<file path="src/shared/dsj_pkg.sv">
`default_nettype none
package dsj_pkg;
  localparam int DSJ_PC_W = 21;
  localparam int DSJ_TGT_W = 20;
  localparam logic [7:0] DSJ_OP_JUMP = 8'hEF;
  localparam logic [3:0] DSJ_OP_SECOND = 4'hF;
  localparam logic [5:0] DSJ_OP_DSZ = 6'h0B;
  localparam logic [5:0] DSJ_OP_DSNZ = 6'h13;
  localparam logic [7:0] DSJ_ONE = 8'h01;
  localparam logic [7:0] DSJ_ZERO = 8'h00;
  localparam logic [1:0] DSJ_Q1 = 2'h0;
  localparam logic [1:0] DSJ_Q2 = 2'h1;
  localparam logic [1:0] DSJ_Q3 = 2'h2;
  localparam logic [1:0] DSJ_Q4 = 2'h3;
  typedef enum logic [1:0] {DSJ_EXEC, DSJ_IDLE1, DSJ_IDLE2} dsj_state_e;
endpackage
`default_nettype wire

</file>
<file path="src/design/dsj_exec.sv">
`timescale 1ns/1ps
`default_nettype none
module dsj_exec
  import dsj_pkg::*;
(
  input wire logic clk,
  input wire logic arst_n,
  input wire logic [15:0] instr_word,
  input wire logic [15:0] next_word,
  input wire logic next_is_two_word,
  input wire logic [7:0] file_rdata,
  output logic [1:0] quarter,
  output logic file_rd,
  output logic [7:0] file_addr,
  output logic bank_sel,
  output logic [7:0] result,
  output logic file_we,
  output logic wreg_we,
  output logic pc_load,
  output logic [DSJ_PC_W-1:0] program_counter,
  output logic flush,
  output logic busy
);
  dsj_state_e state;
  logic cycle_end;
  logic [7:0] opnd;
  logic [7:0] tgt_low;
  logic is_jump;
  logic is_dsz;
  logic is_dsnz;
  logic skip;

  dsj_quarter u_quarter (
    .clk(clk),
    .arst_n(arst_n),
    .quarter(quarter),
    .cycle_end(cycle_end)
  );

  ////////////////////////////////////////////////////////////////////////////
  // decode only meaningful while executing
  assign is_jump = (state == DSJ_EXEC) && (instr_word[15:8] == DSJ_OP_JUMP);
  assign is_dsz = (state == DSJ_EXEC) && (instr_word[15:10] == DSJ_OP_DSZ);
  assign is_dsnz = (state == DSJ_EXEC) && (instr_word[15:10] == DSJ_OP_DSNZ);
  // result is zero exactly when the operand was one; avoids a wide compare
  assign skip = (is_dsz && (opnd == DSJ_ONE)) || (is_dsnz && (opnd != DSJ_ONE));
  assign busy = (state != DSJ_EXEC);

  ////////////////////////////////////////////////////////////////////////////
  always_ff @(posedge clk or negedge arst_n) begin
    if (!arst_n) begin
      state <= DSJ_EXEC;
    end else if (cycle_end) begin
      case (state)
        DSJ_EXEC: begin
          if (is_jump) begin
            state <= DSJ_IDLE1;
          end else if (skip) begin
            state <= next_is_two_word ? DSJ_IDLE2 : DSJ_IDLE1;
          end else begin
            state <= DSJ_EXEC;
          end
        end
        DSJ_IDLE2: state <= DSJ_IDLE1;
        DSJ_IDLE1: state <= DSJ_EXEC;
        default: state <= DSJ_EXEC;
      endcase
    end
  end

  ////////////////////////////////////////////////////////////////////////////
  // file path: read in q2, compute in q3, write in q4
  always_comb begin
    file_rd = (is_dsz || is_dsnz) && (quarter == DSJ_Q2);
    file_we = (is_dsz || is_dsnz) && (quarter == DSJ_Q4) && instr_word[9];
    wreg_we = (is_dsz || is_dsnz) && (quarter == DSJ_Q4) && !instr_word[9];
  end
  assign file_addr = instr_word[7:0];
  assign bank_sel = instr_word[8];

  always_ff @(posedge clk or negedge arst_n) begin
    if (!arst_n) begin
      opnd <= DSJ_ZERO;
    end else if (file_rd) begin
      opnd <= file_rdata;
    end
  end

  always_ff @(posedge clk or negedge arst_n) begin
    if (!arst_n) begin
      result <= DSJ_ZERO;
    end else if ((is_dsz || is_dsnz) && quarter == DSJ_Q3) begin
      result <= opnd - DSJ_ONE;
    end
  end

  ////////////////////////////////////////////////////////////////////////////
  always_ff @(posedge clk or negedge arst_n) begin
    if (!arst_n) begin
      tgt_low <= DSJ_ZERO;
    end else if (is_jump && quarter == DSJ_Q2) begin
      tgt_low <= instr_word[7:0];
    end
  end

  // a second word without the ones prefix is not a jump; the load is suppressed
  assign pc_load = is_jump && (quarter == DSJ_Q4) && (next_word[15:12] == DSJ_OP_SECOND);

  always_ff @(posedge clk or negedge arst_n) begin
    if (!arst_n) begin
      program_counter <= '0;
    end else if (pc_load) begin
      // absolute load, bit 0 kept as is
      program_counter <= {next_word[11:0], tgt_low, program_counter[0]};
    end
  end

  always_ff @(posedge clk or negedge arst_n) begin
    if (!arst_n) begin
      flush <= 1'b0;
    end else begin
      flush <= cycle_end && state == DSJ_EXEC && (is_jump || skip);
    end
  end

  ////////////////////////////////////////////////////////////////////////////
  jump_two_cycles_a: assert property (@(posedge clk) disable iff (!arst_n)
    pc_load |=> busy [*4] ##1 !busy) else $error("jump not two cycles");

  idle_no_write_a: assert property (@(posedge clk) disable iff (!arst_n)
    busy |-> !file_we && !wreg_we && !pc_load && !file_rd) else $error("idle did work");

  jump_pc_value_a: assert property (@(posedge clk) disable iff (!arst_n)
    pc_load |=> program_counter[20:13] == $past(next_word[11:4])) else $error("pc high");

  pc_bit0_keep_a: assert property (@(posedge clk) disable iff (!arst_n)
    pc_load |=> $stable(program_counter[0])) else $error("pc bit0 changed");

  dest_select_a: assert property (@(posedge clk) disable iff (!arst_n)
    !(file_we && wreg_we)) else $error("two destinations");

  read_then_write_a: assert property (@(posedge clk) disable iff (!arst_n)
    file_rd |-> ##2 (file_we || wreg_we)) else $error("no write after read");

  decrement_value_a: assert property (@(posedge clk) disable iff (!arst_n)
    file_rd |=> ##1 result == opnd - DSJ_ONE) else $error("bad decrement");

  skip_two_word_a: assert property (@(posedge clk) disable iff (!arst_n)
    (cycle_end && skip && next_is_two_word && !is_jump) |=> busy [*8])
    else $error("two-word skip short");

  zero_skip_a: assert property (@(posedge clk) disable iff (!arst_n)
    (cycle_end && is_dsz && opnd == DSJ_ONE) |=> flush) else $error("missed zero skip");

  ////////////////////////////////////////////////////////////////////////////
  // quarter and strobe placement
  quarter_wrap_a: assert property (@(posedge clk) disable iff (!arst_n)
    quarter == DSJ_Q4 |=> quarter == DSJ_Q1) else $error("quarter did not wrap");

  read_in_q2_a: assert property (@(posedge clk) disable iff (!arst_n)
    file_rd |-> quarter == DSJ_Q2) else $error("read outside q2");

  write_in_q4_a: assert property (@(posedge clk) disable iff (!arst_n)
    (file_we || wreg_we) |-> quarter == DSJ_Q4) else $error("write outside q4");

  jump_no_file_a: assert property (@(posedge clk) disable iff (!arst_n)
    is_jump |-> !file_rd && !file_we && !wreg_we) else $error("jump touched file");

  ////////////////////////////////////////////////////////////////////////////
  // program counter only moves on a jump load
  pc_only_jump_a: assert property (@(posedge clk) disable iff (!arst_n)
    $changed(program_counter) |-> $past(pc_load)) else $error("pc moved without jump");

  jump_low_byte_a: assert property (@(posedge clk) disable iff (!arst_n)
    pc_load |=> program_counter[8:1] == $past(instr_word[7:0]))
    else $error("pc low byte");

  jump_flush_a: assert property (@(posedge clk) disable iff (!arst_n)
    pc_load |=> flush) else $error("jump did not discard fetch");

  ////////////////////////////////////////////////////////////////////////////
  // skip timing; a refused second word still costs the idle cycle
  nonzero_skip_a: assert property (@(posedge clk) disable iff (!arst_n)
    (cycle_end && is_dsnz && opnd != DSJ_ONE) |=> flush) else $error("missed nonzero skip");

  flush_pulse_a: assert property (@(posedge clk) disable iff (!arst_n)
    flush |=> !flush) else $error("flush longer than one clock");

  skip_one_word_a: assert property (@(posedge clk) disable iff (!arst_n)
    (cycle_end && skip && !next_is_two_word && !is_jump) |=> busy [*4] ##1 !busy)
    else $error("one-word skip length");

  no_skip_run_a: assert property (@(posedge clk) disable iff (!arst_n)
    (cycle_end && (is_dsz || is_dsnz) && !skip) |=> !busy) else $error("idle without skip");

  no_skip_flush_a: assert property (@(posedge clk) disable iff (!arst_n)
    (cycle_end && (is_dsz || is_dsnz) && !skip) |=> !flush) else $error("flush without skip");

  refused_jump_a: assert property (@(posedge clk) disable iff (!arst_n)
    (cycle_end && is_jump) |=> busy [*4] ##1 !busy) else $error("jump length");

  jump_cov_c: cover property (@(posedge clk) disable iff (!arst_n) pc_load);
  refused_cov_c: cover property (@(posedge clk) disable iff (!arst_n)
    cycle_end && is_jump && !pc_load);
  skip_cov_c: cover property (@(posedge clk) disable iff (!arst_n) cycle_end && skip);
  long_skip_c: cover property (@(posedge clk) disable iff (!arst_n)
    cycle_end && skip && next_is_two_word);
endmodule
`default_nettype wire

</file>
<file path="src/design/dsj_quarter.sv">
`timescale 1ns/1ps
`default_nettype none
// free-running quarter-phase counter; one instruction cycle is four clocks
module dsj_quarter
  import dsj_pkg::*;
(
  input wire logic clk,
  input wire logic arst_n,
  output logic [1:0] quarter,
  output logic cycle_end
);
  always_ff @(posedge clk or negedge arst_n) begin
    if (!arst_n) begin
      quarter <= DSJ_Q1;
    end else begin
      quarter <= quarter + 2'h1;
    end
  end
  assign cycle_end = (quarter == DSJ_Q4);
endmodule
`default_nettype wire

</file>
<file path="config.mk">
export PLATFORM = sky130hd
export DESIGN_NAME = dsj_exec
export DESIGN_NICKNAME = d
export VERILOG_FILES = /design/src/shared/dsj_pkg.sv /design/src/design/dsj_exec.sv /design/src/design/dsj_quarter.sv
export SDC_FILE = /design/constraint.sdc
export NUM_CORES = 1
export LEC_CHECK = 0
export BUFFER_PORTS_ARGS = -buffer_cell sky130_fd_sc_hd__buf_4
export CORE_MARGIN = 2
export CORE_UTILIZATION = 50
export CTS_BUF_LIST = sky130_fd_sc_hd__clkbuf_4 sky130_fd_sc_hd__clkbuf_8
export DETAILED_ROUTE_END_ITERATION = 16
export PLACE_DENSITY = 0.82
export SETUP_SLACK_MARGIN = 0.4
export SLEW_MARGIN = 30
export SYNTH_ARGS = -nofsm -noshare
export SYNTH_HDL_FRONTEND = slang
export SYNTH_SLANG_ARGS = --single-unit
export TNS_END_PERCENT = 20
</file>
<file path="constraint.sdc">
create_clock -name clk -period 2.2 [get_ports clk]
set_clock_uncertainty 0.1 [all_clocks]
set_input_delay 0.22 -clock clk [delete_from_list [all_inputs] [get_ports clk]]
set_output_delay 0.22 -clock clk [all_outputs]
set_load 0.05 [all_outputs]
</file>
# After elaboration in Yosys (flattened, before gate mapping)
# Index checks and enable logic that the tools add are counted.
dict set report totals {
  memories 0
  ff_bits 49
  inputBits 43
  ramBits 0
  rom_bits 0
  latchBits 0
  out_inout_bits 46
}
dict set report op_classes {
  n_mux 4
  bitwise_logic 0
  div_mod_pow 0
  mul 0
  n_addsub 2
  n_eq_ne 10
  reduce_logical 21
  shifts 0
  order_cmp 0
}
# op count
set ops {}
lappend ops {{$logic_and 1x1->1} 15}
lappend ops {{$eq 8x1->1 const B} 1}
lappend ops {{$eq 8x8->1 const B} 1}
lappend ops {{$ne 8x1->1 const B} 1}
lappend ops {{$sub 8x1->8 const B} 1}
lappend ops {{$eq 2x2->1 const B} 3}
lappend ops {{$eq 6x4->1 const B} 1}
lappend ops {{$eq 6x5->1 const B} 1}
lappend ops {{$mux 2} 3}
lappend ops {{$eq 4x4->1 const B} 1}
lappend ops {{$pmux 2 s2} 1}
lappend ops {{$logic_or 1x1->1} 3}
lappend ops {{$add 2x1->2 const B} 1}
lappend ops {{$eq 2x1->1 const B} 1}
lappend ops {{$logic_not 2->1} 1}
lappend ops {{$reduce_bool 2->1} 1}
lappend ops {{$logic_not 1->1} 1}

# Longest topological paths before layout
# Gate-level depths: netlist of the first run.
dict set report depth {
  depth_word 7
  depth_mapped 6
  ltp_nobuf 6
}

# Hierarchy
# A second synthesis of the first run with hierarchy kept.
dict set report unflattened {
  cells_unflattened 179
  area_unflattened_um2 2269.7
}
# module instances area_per_inst_um2 cells_each seq_area_each_um2
set modules_own_cells {}
lappend modules_own_cells {dsj_exec 1 2203.4 175 1176.1}
lappend modules_own_cells {dsj_quarter 1 66.3 4 50.0}

# Least setup slack after synthesis of the first run
# No wires, ideal clock.
dict set report synth_timing {
  path_type {register -> register}
  startpoint {register u_quarter.quarter[1]}
  endpoint {register program_counter[10]}
  arrival_ns 1.859
  setup_slack_ns 0.117
  path_buffers 1
  synth_period_minus_slack_ns 2.083
  setup_ns 0.125
  stages_incl_launch_ff 6
  cell_sequence {dfrtp_1 ha_1 nand2_1 nor3_4 buf_6 mux2_2}
}
dict set report synth_via {
  elab_chain_len 3
}
# element line_no
set synth_rtl {}
lappend synth_rtl {{start, declared} dsj_quarter.sv:9} ;# output logic [1:0] quarter,
lappend synth_rtl {{start signal, assigned} dsj_quarter.sv:16} ;# quarter <= quarter + 2'h1;
lappend synth_rtl {{$eq 2x2->1} dsj_exec.sv:107} ;# assign pc_load = is_jump && (quarter == DSJ_Q4) && (next_word[15:12] == DSJ_OP_SECOND);
lappend synth_rtl {{$logic_and 1x1->1 (2 in a row)} dsj_exec.sv:107}
lappend synth_rtl {{named net pc_load} dsj_exec.sv:19} ;# output logic pc_load,
lappend synth_rtl {{end signal, assigned} dsj_exec.sv:114} ;# program_counter <= {next_word[11:0], tgt_low, program_counter[0]};
lappend synth_rtl {{end, declared} dsj_exec.sv:20} ;# output logic [DSJ_PC_W-1:0] program_counter,
# The timed path passes the listed nets, and every way through them passes these cells.
# A chain may end at the register's enable or synchronous reset.

# Worst setup path in the final report of the first run
dict set report layout_timing {
  startpoint {register state[0]}
  endpoint {output file_we}
}
dict set report layout_via {
  elab_chain_len 5
  elab_cells_between_ends 6
  classes_between {reduce/logical: 6}
}
# element line_no
set layout_rtl {}
lappend layout_rtl {{start, declared} dsj_exec.sv:24} ;# dsj_state_e state;
lappend layout_rtl {{start signal, assigned} dsj_exec.sv:59} ;# state <= next_is_two_word ? DSJ_IDLE2 : DSJ_IDLE1;
lappend layout_rtl {{$logic_not 2->1 *} {dsj_exec.sv:43, dsj_exec.sv:44}}
lappend layout_rtl {{$logic_and 1x1->1 (on tied branches)} {dsj_exec.sv:43, dsj_exec.sv:44}}
lappend layout_rtl {{$logic_or 1x1->1 *} dsj_exec.sv:75} ;# file_we = (is_dsz || is_dsnz) && (quarter == DSJ_Q4) && instr_word[9];
lappend layout_rtl {{$logic_and 1x1->1 * (2 in a row)} dsj_exec.sv:75}
lappend layout_rtl {{end, declared} dsj_exec.sv:17} ;# output logic file_we,
# Every way passes the cells marked *; elsewhere a longest branch is shown, timed or not.

==> flow_summary_export.csv, run 1 <==
group,metric,value,unit
clock_network,clk_pin_slew,90,ps
synth,yosysSeqAreaShare,53.7,%
synth,syn_nets,224,
synth,synth_top_area_cell,"dfrtp_1",
grt,antenna_found_initial,0,
sta,report.final.slew_viol_count,0,
power_and_ir_drop,pwr-share-clk,27.4,%
worst_hold_path,hold_path.class,"in2reg",
routing,vias,1602,
power_and_ir_drop,internal-power,0.00136,W
worst_setup_path,reg2reg_from,"state[0]",
routing,wl_per_cell,14.5,um
routing,totalWireLength,4680,um
job,maxCapViolations,0,
routing,drt-initial-drc-count,53,
synth,synth_common_cells,"49 x dfrtp_1, 28 x mux2_2, 13 x nand2_1, 11 x buf_4",
synth,ys_ff_latch,49,
worst_setup_path,cp_max_fo,3,
worst_setup_path,path_class,"reg2out",
worst_setup_path,slowest_delay,430,ps
power_and_ir_drop,p_leak,1.71,nW
worst_hold_path,hold_start,"next_word[4]",
routing,dr.pass1.iters,4,
sta,fin_setup_tns,0,ps
final_layout,drive_gt1_share,59.0,%
sta,tightest_slew,600,ps
run_status,outcome,"finished, final reports clean",
power_and_ir_drop,netSwitchingFraction,29.6,%
clock_network,tritoncts,"yes",
placed_design,io_buffer_count,87,
floorplanning,dieArea,5120,um2
power_and_ir_drop,powerDensity,601,nW/um2
final_layout,nNetsFinal,318,
grt,grt_max_degree,50,
worst_setup_path,crit_path_end_kind,"output port",
clock_network,htreeDepth,2,
power_and_ir_drop,combPwrFrac,21.4,%
clock_network,clk_latency,290,ps
sta,whs,48.6,ps
grt,grt_overflow,0,
clock_network,cts_made_buffers,5,
synth,ys_async_sr_fraction,100,%
final_layout,area_growth,40.2,%
synth,netlist_area,2280,um2
sta,post-route-min-period,1860,ps
floorplanning,initial_core_util,52.1,%
sta,fin_crit_sh,84.6,%
clock_network,cts_buffer_depth,2,
power_and_ir_drop,irDropWorstVdd,0.367,mV
sta,final_hold_viol_count,0,
placed_design,dpl.hpwl,3390,um
floorplanning,fp.coreArea,4380,um2
grt,grt_pass1_wl,7550,um
synth,synth_area_per_cell,13.0,um2
worst_setup_path,r2r_cells,5,
clock_network,numClockSinks,49,
routing,routed_via_density,4.96,
sta,grt_setup_unrepaired,"yes",
grt,grt_usage,19.0,%
synth,synth_edf_count,0,
synth,synth_ff_type,"dfrtp_1",
worst_setup_path,cp.required,1880,ps
power_and_ir_drop,p_switching,0.000569,W
worst_setup_path,worstPathArrival,1540,ps
floorplanning,ios,89,
floorplanning,die_w,71.6,um
floorplanning,die_y,71.6,um
sta,clock.fmax,537,MHz
worst_setup_path,path_cells,"nor3_2, and3b_2, and3_1, buf_6",
placed_design,place_congestion,0.760,
worst_hold_path,holdPathStages,2,
grt,grt_pass1_vias,1636,
synth,synth_area_leaders,"dfrtp_1 54%, mux2_2 14%, mux2_4 5.3%",
routing,antenna_left,0,
synth,yosys_warnings,0,
synth,synth_cells,176,
sta,setup_violations,0,
worst_setup_path,crit_path_start_kind,"flip-flop",
synth,yosysMostFrequentCell,"dfrtp_1",
synth,yosysTopAreaCellShare,53.7,%
routing,drc,0,
power_and_ir_drop,pwr-share-seq,51.2,%
sta,max_slew_margin,60.0,%
worst_setup_path,cp-startpoint,"state[0]",
worst_setup_path,cp_slowest_cell,"dfrtp_1",
clock_network,cts_root_buffer,"clkbuf_8",
final_layout,diodes,0,
floorplanning,num_rows,24,
synth,synth.distinct_cells,39,
[final timing paths]
kind	endpoint	slack (ps)
worst min-delay path	program_counter[13]	50
worst max register to register	program_counter[19]	400
max in group asynchronous	u_quarter.quarter[1]	1200
worst max-delay path	file_we	340
worst min register to register	result[5]	380
min in group asynchronous	result[0]	360
[worst max-delay path, delay by kind of cell (launching register included)]
| family | cells | cell delay [ps] |
|---|---|---|
| buffers and inverters | 1 | 160 |
| AND/OR/NAND/NOR | 3 | 660 |
| flip-flops | 1 | 430 |
[final cells by class]
| cell class | instances | area [um2] |
|---|---|---|
| Sequential cell | 49 | 1230 |
| Fill cell | 334 | 1180 |
| Multi-Input combinational cell | 105 | 956 |
| Timing Repair Buffer | 101 | 830 |
| Clock buffer | 6 | 76.3 |
| Tap cell | 52 | 65.1 |
| Inverter | 8 | 30.0 |
| Clock inverter | 2 | 15.0 |
[per-stage QoR]
stage	util, %	cells	power, W	cell area, um2	worst slack, ps
2_1_floorplan	-	176	0.00126	2310	375
3_3_place_gp	66.8	303	0.00140	2930	424
3_5_place_dp	66.8	303	0.00141	2930	340
4_1_cts	72.2	321	0.00195	3170	333
5_1_grt	73.0	323	0.00201	3200	281
6_report	73.0	323	0.00192	3200	338
[registers in the layout (all words and copies together) (netlist names)]
| register | cells |
|---|---|
| program_counter | 20 |
| opnd | 8 |
| result | 8 |
| tgt_low | 8 |
| state | 2 |
| u_quarter.quarter | 2 |
| flush | 1 |
[timing repair]
item,CTS,global route
gates resized for setup,11,5
gates cloned,1,0
hold buffers,1,0
endpoints found under the hold margin,49,0
pin swaps,4,4
buffers inserted,8,2
setup endpoints to repair,24,32
[layer usage]
metal / part of all wire (%) / up-vias / global-route usage [%] / wire length, um
li1: - / 782 / - / -
met1: 42 / 762 / 23.5 / 1960
met2: 52 / 56 / 33.2 / 2420
met3: 5.6 / 2 / 3.80 / 264
met4: 0.73 / 0 / 6.29 / 34
met5: 0 / - / 0 / 0
[power by group through the flow]
stage | sequential, W | clock, W | combinational [W]
floorplan | 0.00109 | 0 | 0.000172
global placement | 0.000999 | 0 | 0.000405
detailed placement | 0.00100 | 0 | 0.000412
CTS | 0.000985 | 0.000548 | 0.000418
global route | 0.000992 | 0.000570 | 0.000447
finish | 0.000984 | 0.000528 | 0.000412
[logic make-up after synthesis]
logic type               count (synthesis)  share of synthesized area [%]
AND/OR/NAND/NOR                         41                           11.9
flip-flops                              49                           53.7
other                                    1                          0.164
XOR/XNOR                                 6                           2.30
adder cells (fa/ha/maj)                  5                           2.74
multiplexers                            36                           19.1
buffers and inverters                   22                           6.14
AO/OA/AOI/OAI                           16                           4.00
[cells in the final DEF, fill, tap and decap left out, types with 3 or more instances in the layout]
master    instances
a21oi_1           3
xnor2_1           4
nand2_1          12
nor2_1            4
ha_1              4
buf_6             3
mux2_2           27
o21ai_0           6
clkbuf_8          5
mux2_4            9
buf_4            93
dfrtp_1          47
inv_1             8
Power figures use the tool's default switching activity.
==> inputs of run 2 (changes only) <==
--- a/config.mk
+++ b/config.mk
@@ -7,10 +7,10 @@
 export LEC_CHECK = 0
 export BUFFER_PORTS_ARGS = -buffer_cell sky130_fd_sc_hd__buf_4
 export CORE_MARGIN = 2
-export CORE_UTILIZATION = 50
+export CORE_UTILIZATION = 45
 export CTS_BUF_LIST = sky130_fd_sc_hd__clkbuf_4 sky130_fd_sc_hd__clkbuf_8
 export DETAILED_ROUTE_END_ITERATION = 16
-export PLACE_DENSITY = 0.82
+export PLACE_DENSITY = 0.78
 export SETUP_SLACK_MARGIN = 0.4
 export SLEW_MARGIN = 30
 export SYNTH_ARGS = -nofsm -noshare
==> constraint.sdc (replaced) <==
create_clock -name clk -period 1.5 [get_ports clk]
set_clock_uncertainty 0.1 [all_clocks]
set_input_delay 0.15 -clock clk [delete_from_list [all_inputs] [get_ports clk]]
set_output_delay 0.15 -clock clk [all_outputs]
set_load 0.05 [all_outputs]
==> flow_summary_export.csv, run 2 (synthesis gave the netlist of run 1 again) <==
group,metric,value,unit
run_status,outcome,"finished, violations left",
run_status,violations,"negative setup slack",
floorplanning,ios,89,
clock_network,clk_pin_slew,80,ps
sta,whs,8.45,ps
sta,setup_violations,45,
final_layout,drive_gt1_share,59.9,%
final_layout,nNetsFinal,361,
final_layout,nFillCells,290,
floorplanning,die_w,75.2,um
sta,setup_ws,-262,ps
grt,grt_pass1_vias,1900,
routing,drt-initial-drc-count,61,
sta,report.final.slew_viol_count,0,
grt,grt_overflow,0,
sta,fin_setup_tns,-7410,ps
worst_setup_path,worstPathArrival,1510,ps
worst_setup_path,crit_path_start_kind,"flip-flop",
final_layout,final_cell_mix,"71 x buf_4, 47 x dfrtp_1, 33 x buf_6, 28 x mux2_4, 28 x dlygate4sd3_1",
worst_hold_path,hold_path.class,"in2reg",
placed_design,place_congestion,0.746,
floorplanning,dieArea,5660,um2
routing,vias,1823,
final_layout,diodes,0,
final_layout,largest_reg_flops,20,
clock_network,cts_made_buffers,5,
floorplanning,fp.coreArea,4820,um2
worst_setup_path,cp.required,1250,ps
final_layout,final_common_cell,"buf_4",
power_and_ir_drop,p_leak,1.97,nW
sta,fin_crit_sh,117,%
clock_network,cts_buffer_depth,2,
power_and_ir_drop,irDropWorstVdd,0.535,mV
routing,routed_via_density,4.78,
final_layout,top_register,"program_counter",
clock_network,clk_latency,300,ps
sta,tightest_slew,600,ps
sta,post-route-min-period,1760,ps
final_layout,area_growth,72.2,%
worst_setup_path,cp_slowest_cell,"dfrtp_1",
job,maxCapViolations,0,
routing,antenna_left,0,
placed_design,io_buffer_count,87,
grt,grt_usage,21.1,%
worst_setup_path,crit_path_end_kind,"output port",
clock_network,htreeDepth,2,
placed_design,dp_slack,-183,ps
grt,antenna_found_initial,0,
sta,final_hold_viol_count,0,
routing,dr.pass1.iters,4,
clock_network,numClockSinks,49,
sta,max_slew_margin,60.0,%
clock_network,cts_root_buffer,"clkbuf_8",
worst_setup_path,slowest_delay,410,ps
placed_design,dpl.hpwl,3500,um
sta,clock.fmax,568,MHz
routing,drc,0,
floorplanning,initial_core_util,47.4,%
routing,wl_per_cell,15.6,um
floorplanning,num_rows,25,
clock_network,tritoncts,"yes",
worst_setup_path,path_class,"reg2out",
power_and_ir_drop,powerDensity,816,nW/um2
routing,totalWireLength,5960,um
floorplanning,die_y,75.2,um
worst_setup_path,cp_max_fo,3,
power_and_ir_drop,power,0.00321,W
grt,grt_max_degree,50,
sta,grt_setup_unrepaired,"yes",
worst_setup_path,path_cells,"nor2_1, buf_4, nand2_4, nor3_4, buf_12, buf_8",
grt,grt_pass1_wl,8890,um
final_layout,utilization,81.6,%
-- run 2: worst paths after layout --
| kind | depth (start not counted) | to | slack, ps | startpoint |
|---|---|---|---|---|
| worst max-delay path | 6 | pc_load | -260 | state[1] |
| worst min-delay path | 2 | tgt_low[7] | 8 | instr_word[7] |
| worst max register to register | 7 | program_counter[17] | -260 | state[1] |
| worst min register to register | 2 | result[0] | 410 | result[0] |
| max in group asynchronous | 2 | u_quarter.quarter[0] | 570 | arst_n |
| min in group asynchronous | 2 | opnd[3] | 290 | arst_n |
-- run 2: per-stage QoR --
| stage | instances | instance area, um2 |
|---|---|---|
| 5_1_grt | 381 | 3930 |
| 4_1_cts | 381 | 3840 |
| 2_1_floorplan | 176 | 2360 |
| 6_report | 381 | 3930 |
| 3_5_place_dp | 338 | 3160 |
| 3_3_place_gp | 338 | 3160 |
-- run 2: metal layers --
| metal | part of all wire (%) | track usage [%] | vias up |
|---|---|---|---|
| met4 | 1.3 | 5.26 | 0 |
| li1 | - | - | 872 |
| met3 | 4.1 | 4.02 | 7 |
| met5 | 0 | 0 | - |
| met2 | 53 | 38.8 | 57 |
| met1 | 41 | 25.3 | 887 |
-- run 2: what timing repair did --
action,4_1_cts,5_1_grt
endpoints found under the hold margin,76,0
hold buffers,28,0
endpoints found under the setup margin,83,84
cloned,1,0
resized for setup,60,23
buffers inserted,6,0
pin swaps,11,3
-- run 2: final cells by class --
type	instances	area, um2	share of cell area, %
clock buffers	6	82.6	2.10
clock inverters	2	37.5	0.955
repair buffers	144	1390	35.3
well taps	67	83.8	2.13
multi-input cells	105	1080	27.4
inverters	8	32.5	0.827
flip-flops and latches	49	1230	31.3
-- run 2: power by group --
part           total [W]  switching, W  leakage, nW  internal, W
clock           0.000978      0.000436       0.0574     0.000542
combinational   0.000781      0.000407         1.24     0.000374
sequential       0.00145     0.0000602        0.666      0.00139
-- run 2: critical path: cells and delay by family, from the launching register on --
kind / cells / cell delay, ps
flip-flops: 1 / 410
AND/OR/NAND/NOR: 3 / 390
buffers and inverters: 3 / 420
==> inputs of run 3 (changes only) <==
==> constraint.sdc (replaced) <==
create_clock -name clk -period 1.5 [get_ports clk]
set_clock_uncertainty 0.1 [all_clocks]
set_input_delay 0.075 -clock clk [delete_from_list [all_inputs] [get_ports clk]]
set_output_delay 0.075 -clock clk [all_outputs]
set_load 0.05 [all_outputs]
==> flow_summary_export.csv, run 3 (synthesis gave the netlist of run 1 again) <==
group,metric,value,unit
grt,antenna_found_initial,0,
placed_design,place_congestion,0.766,
power_and_ir_drop,power,0.00334,W
grt,grt_pass1_wl,9000,um
final_layout,final_common_cell,"buf_4",
sta,max_slew_margin,59.4,%
final_layout,utilization,83.5,%
routing,drc,0,
final_layout,final_cell_mix,"84 x buf_4, 47 x dfrtp_1, 34 x buf_6, 30 x dlygate4sd3_1, 28 x mux2_4",
placed_design,io_buffer_count,87,
run_status,outcome,"finished, violations left",
clock_network,clk_pin_slew,100,ps
sta,whs,36.2,ps
final_layout,area_growth,76.2,%
floorplanning,die_w,75.2,um
worst_setup_path,cp.required,1580,ps
grt,grt_pass1_vias,1874,
floorplanning,fp.coreArea,4820,um2
sta,setup_violations,44,
sta,clock.fmax,562,MHz
worst_setup_path,critPathTopFamily,"buffers and inverters",
worst_setup_path,cp_max_fo,5,
clock_network,clk_latency,300,ps
worst_hold_path,hold_path.class,"in2reg",
worst_setup_path,crit_path_end_kind,"flip-flop",
floorplanning,ios,89,
worst_setup_path,crit_path_start_kind,"flip-flop",
worst_setup_path,slowest_delay,400,ps
worst_setup_path,critPathBufInv,4,
sta,grt_setup_unrepaired,"yes",
routing,dr.pass1.iters,4,
sta,setup_ws,-281,ps
floorplanning,num_rows,25,
routing,totalWireLength,6550,um
worst_setup_path,path_class,"reg2reg",
clock_network,tritoncts,"yes",
clock_network,cts_root_buffer,"clkbuf_8",
floorplanning,initial_core_util,47.4,%
routing,drt-initial-drc-count,55,
grt,grt_usage,21.8,%
sta,fin_crit_sh,119,%
floorplanning,die_y,75.2,um
worst_setup_path,path_cells,"nor2_1, buf_4, nand2_4, nor3_4, buf_6, buf_12, buf_12, mux2_4",
routing,wl_per_cell,16.7,um
worst_setup_path,cpMostUsedCell,"buf_12",
job,maxCapViolations,0,
sta,final_hold_viol_count,0,
grt,grt_max_degree,50,
run_status,violations,"negative setup slack",
placed_design,place_area,3160,um2
placed_design,dpl.hpwl,3630,um
final_layout,design_area,4020,um2
power_and_ir_drop,powerDensity,829,nW/um2
floorplanning,dieArea,5660,um2
final_layout,largest_reg_flops,20,
power_and_ir_drop,irDropWorstVdd,0.685,mV
routing,vias,1938,
sta,post-route-min-period,1780,ps
sta,report.final.slew_viol_count,0,
final_layout,nNetsFinal,373,
worst_setup_path,cp_slowest_cell,"dfrtp_1",
final_layout,drive_gt1_share,60.7,%
sta,tightest_slew,608,ps
final_layout,diodes,0,
final_layout,nFillCells,254,
worst_setup_path,worstPathArrival,1870,ps
clock_network,htreeDepth,2,
routing,antenna_left,0,
clock_network,cts_made_buffers,5,
routing,routed_via_density,4.93,
grt,grt_overflow,0,
clock_network,cts_buffer_depth,2,
clock_network,numClockSinks,49,
power_and_ir_drop,p_leak,2.04,nW
final_layout,top_register,"program_counter",
-- run 3: layout make-up --
cell class | count | area, um2 | area share (%)
well taps | 67 | 83.8 | 2.08
clock buffers | 5 | 68.8 | 1.71
flip-flops and latches | 49 | 1230 | 30.5
multi-input cells | 105 | 1090 | 27.0
repair buffers | 156 | 1460 | 36.3
inverters | 8 | 30.0 | 0.747
clock inverters | 3 | 65.1 | 1.62
-- run 3: repair_timing --
action / in CTS / in global routing
gates resized for setup: 38 / 39
hold buffers: 30 / 0
setup buffers: 7 / 7
setup endpoints to repair: 54 / 70
pin swaps: 10 / 10
gates cloned: 0 / 1
endpoints found under the hold margin: 80 / 0
-- run 3: per-stage QoR --
stage | instances | setup WS [ps] | setup TNS [ps]
after CTS | 385 | -263 | -5940
after global routing | 393 | -365 | -11890
after global placement | 340 | -145 | -4230
after detailed placement | 340 | -174 | -5400
final | 393 | -281 | -8250
after floorplan | 176 | -316 | -8250
-- run 3: path summary, 6_finish.rpt --
path                       cells after the start  slack [ps]           start                   end
setup reg to reg                               8        -280        state[0]   program_counter[12]
min in group asynchronous                      2         220          arst_n               opnd[3]
hold / removal                                 3          40  instr_word[13]                 flush
setup / recovery                               8        -280        state[0]   program_counter[12]
hold reg to reg                                2         390       result[0]             result[0]
max in group asynchronous                      2         620          arst_n  u_quarter.quarter[1]
-- run 3: routing by layer --
| metal | vias up | wire (um) | global-route usage (%) |
|---|---|---|---|
| li1 | 894 | - | - |
| met1 | 969 | 2580 | 26.8 |
| met2 | 65 | 3580 | 38.0 |
| met3 | 10 | 296 | 5.49 |
| met4 | 0 | 97 | 6.43 |
| met5 | - | 0 | 0 |
-- run 3: worst reg2reg max path: stages (launching register included) --
cell	delay (ps)
dfrtp_1	400
nor2_1	100
buf_4	130
nand2_4	60
nor3_4	200
buf_6	140
buf_12	120
buf_12	110
mux2_4	290
-- run 3: where the power goes --
| group | internal, W | switching (W) |
|---|---|---|
| sequential | 0.00139 | 0.0000597 |
| clock | 0.000662 | 0.000437 |
| combinational | 0.000375 | 0.000416 |
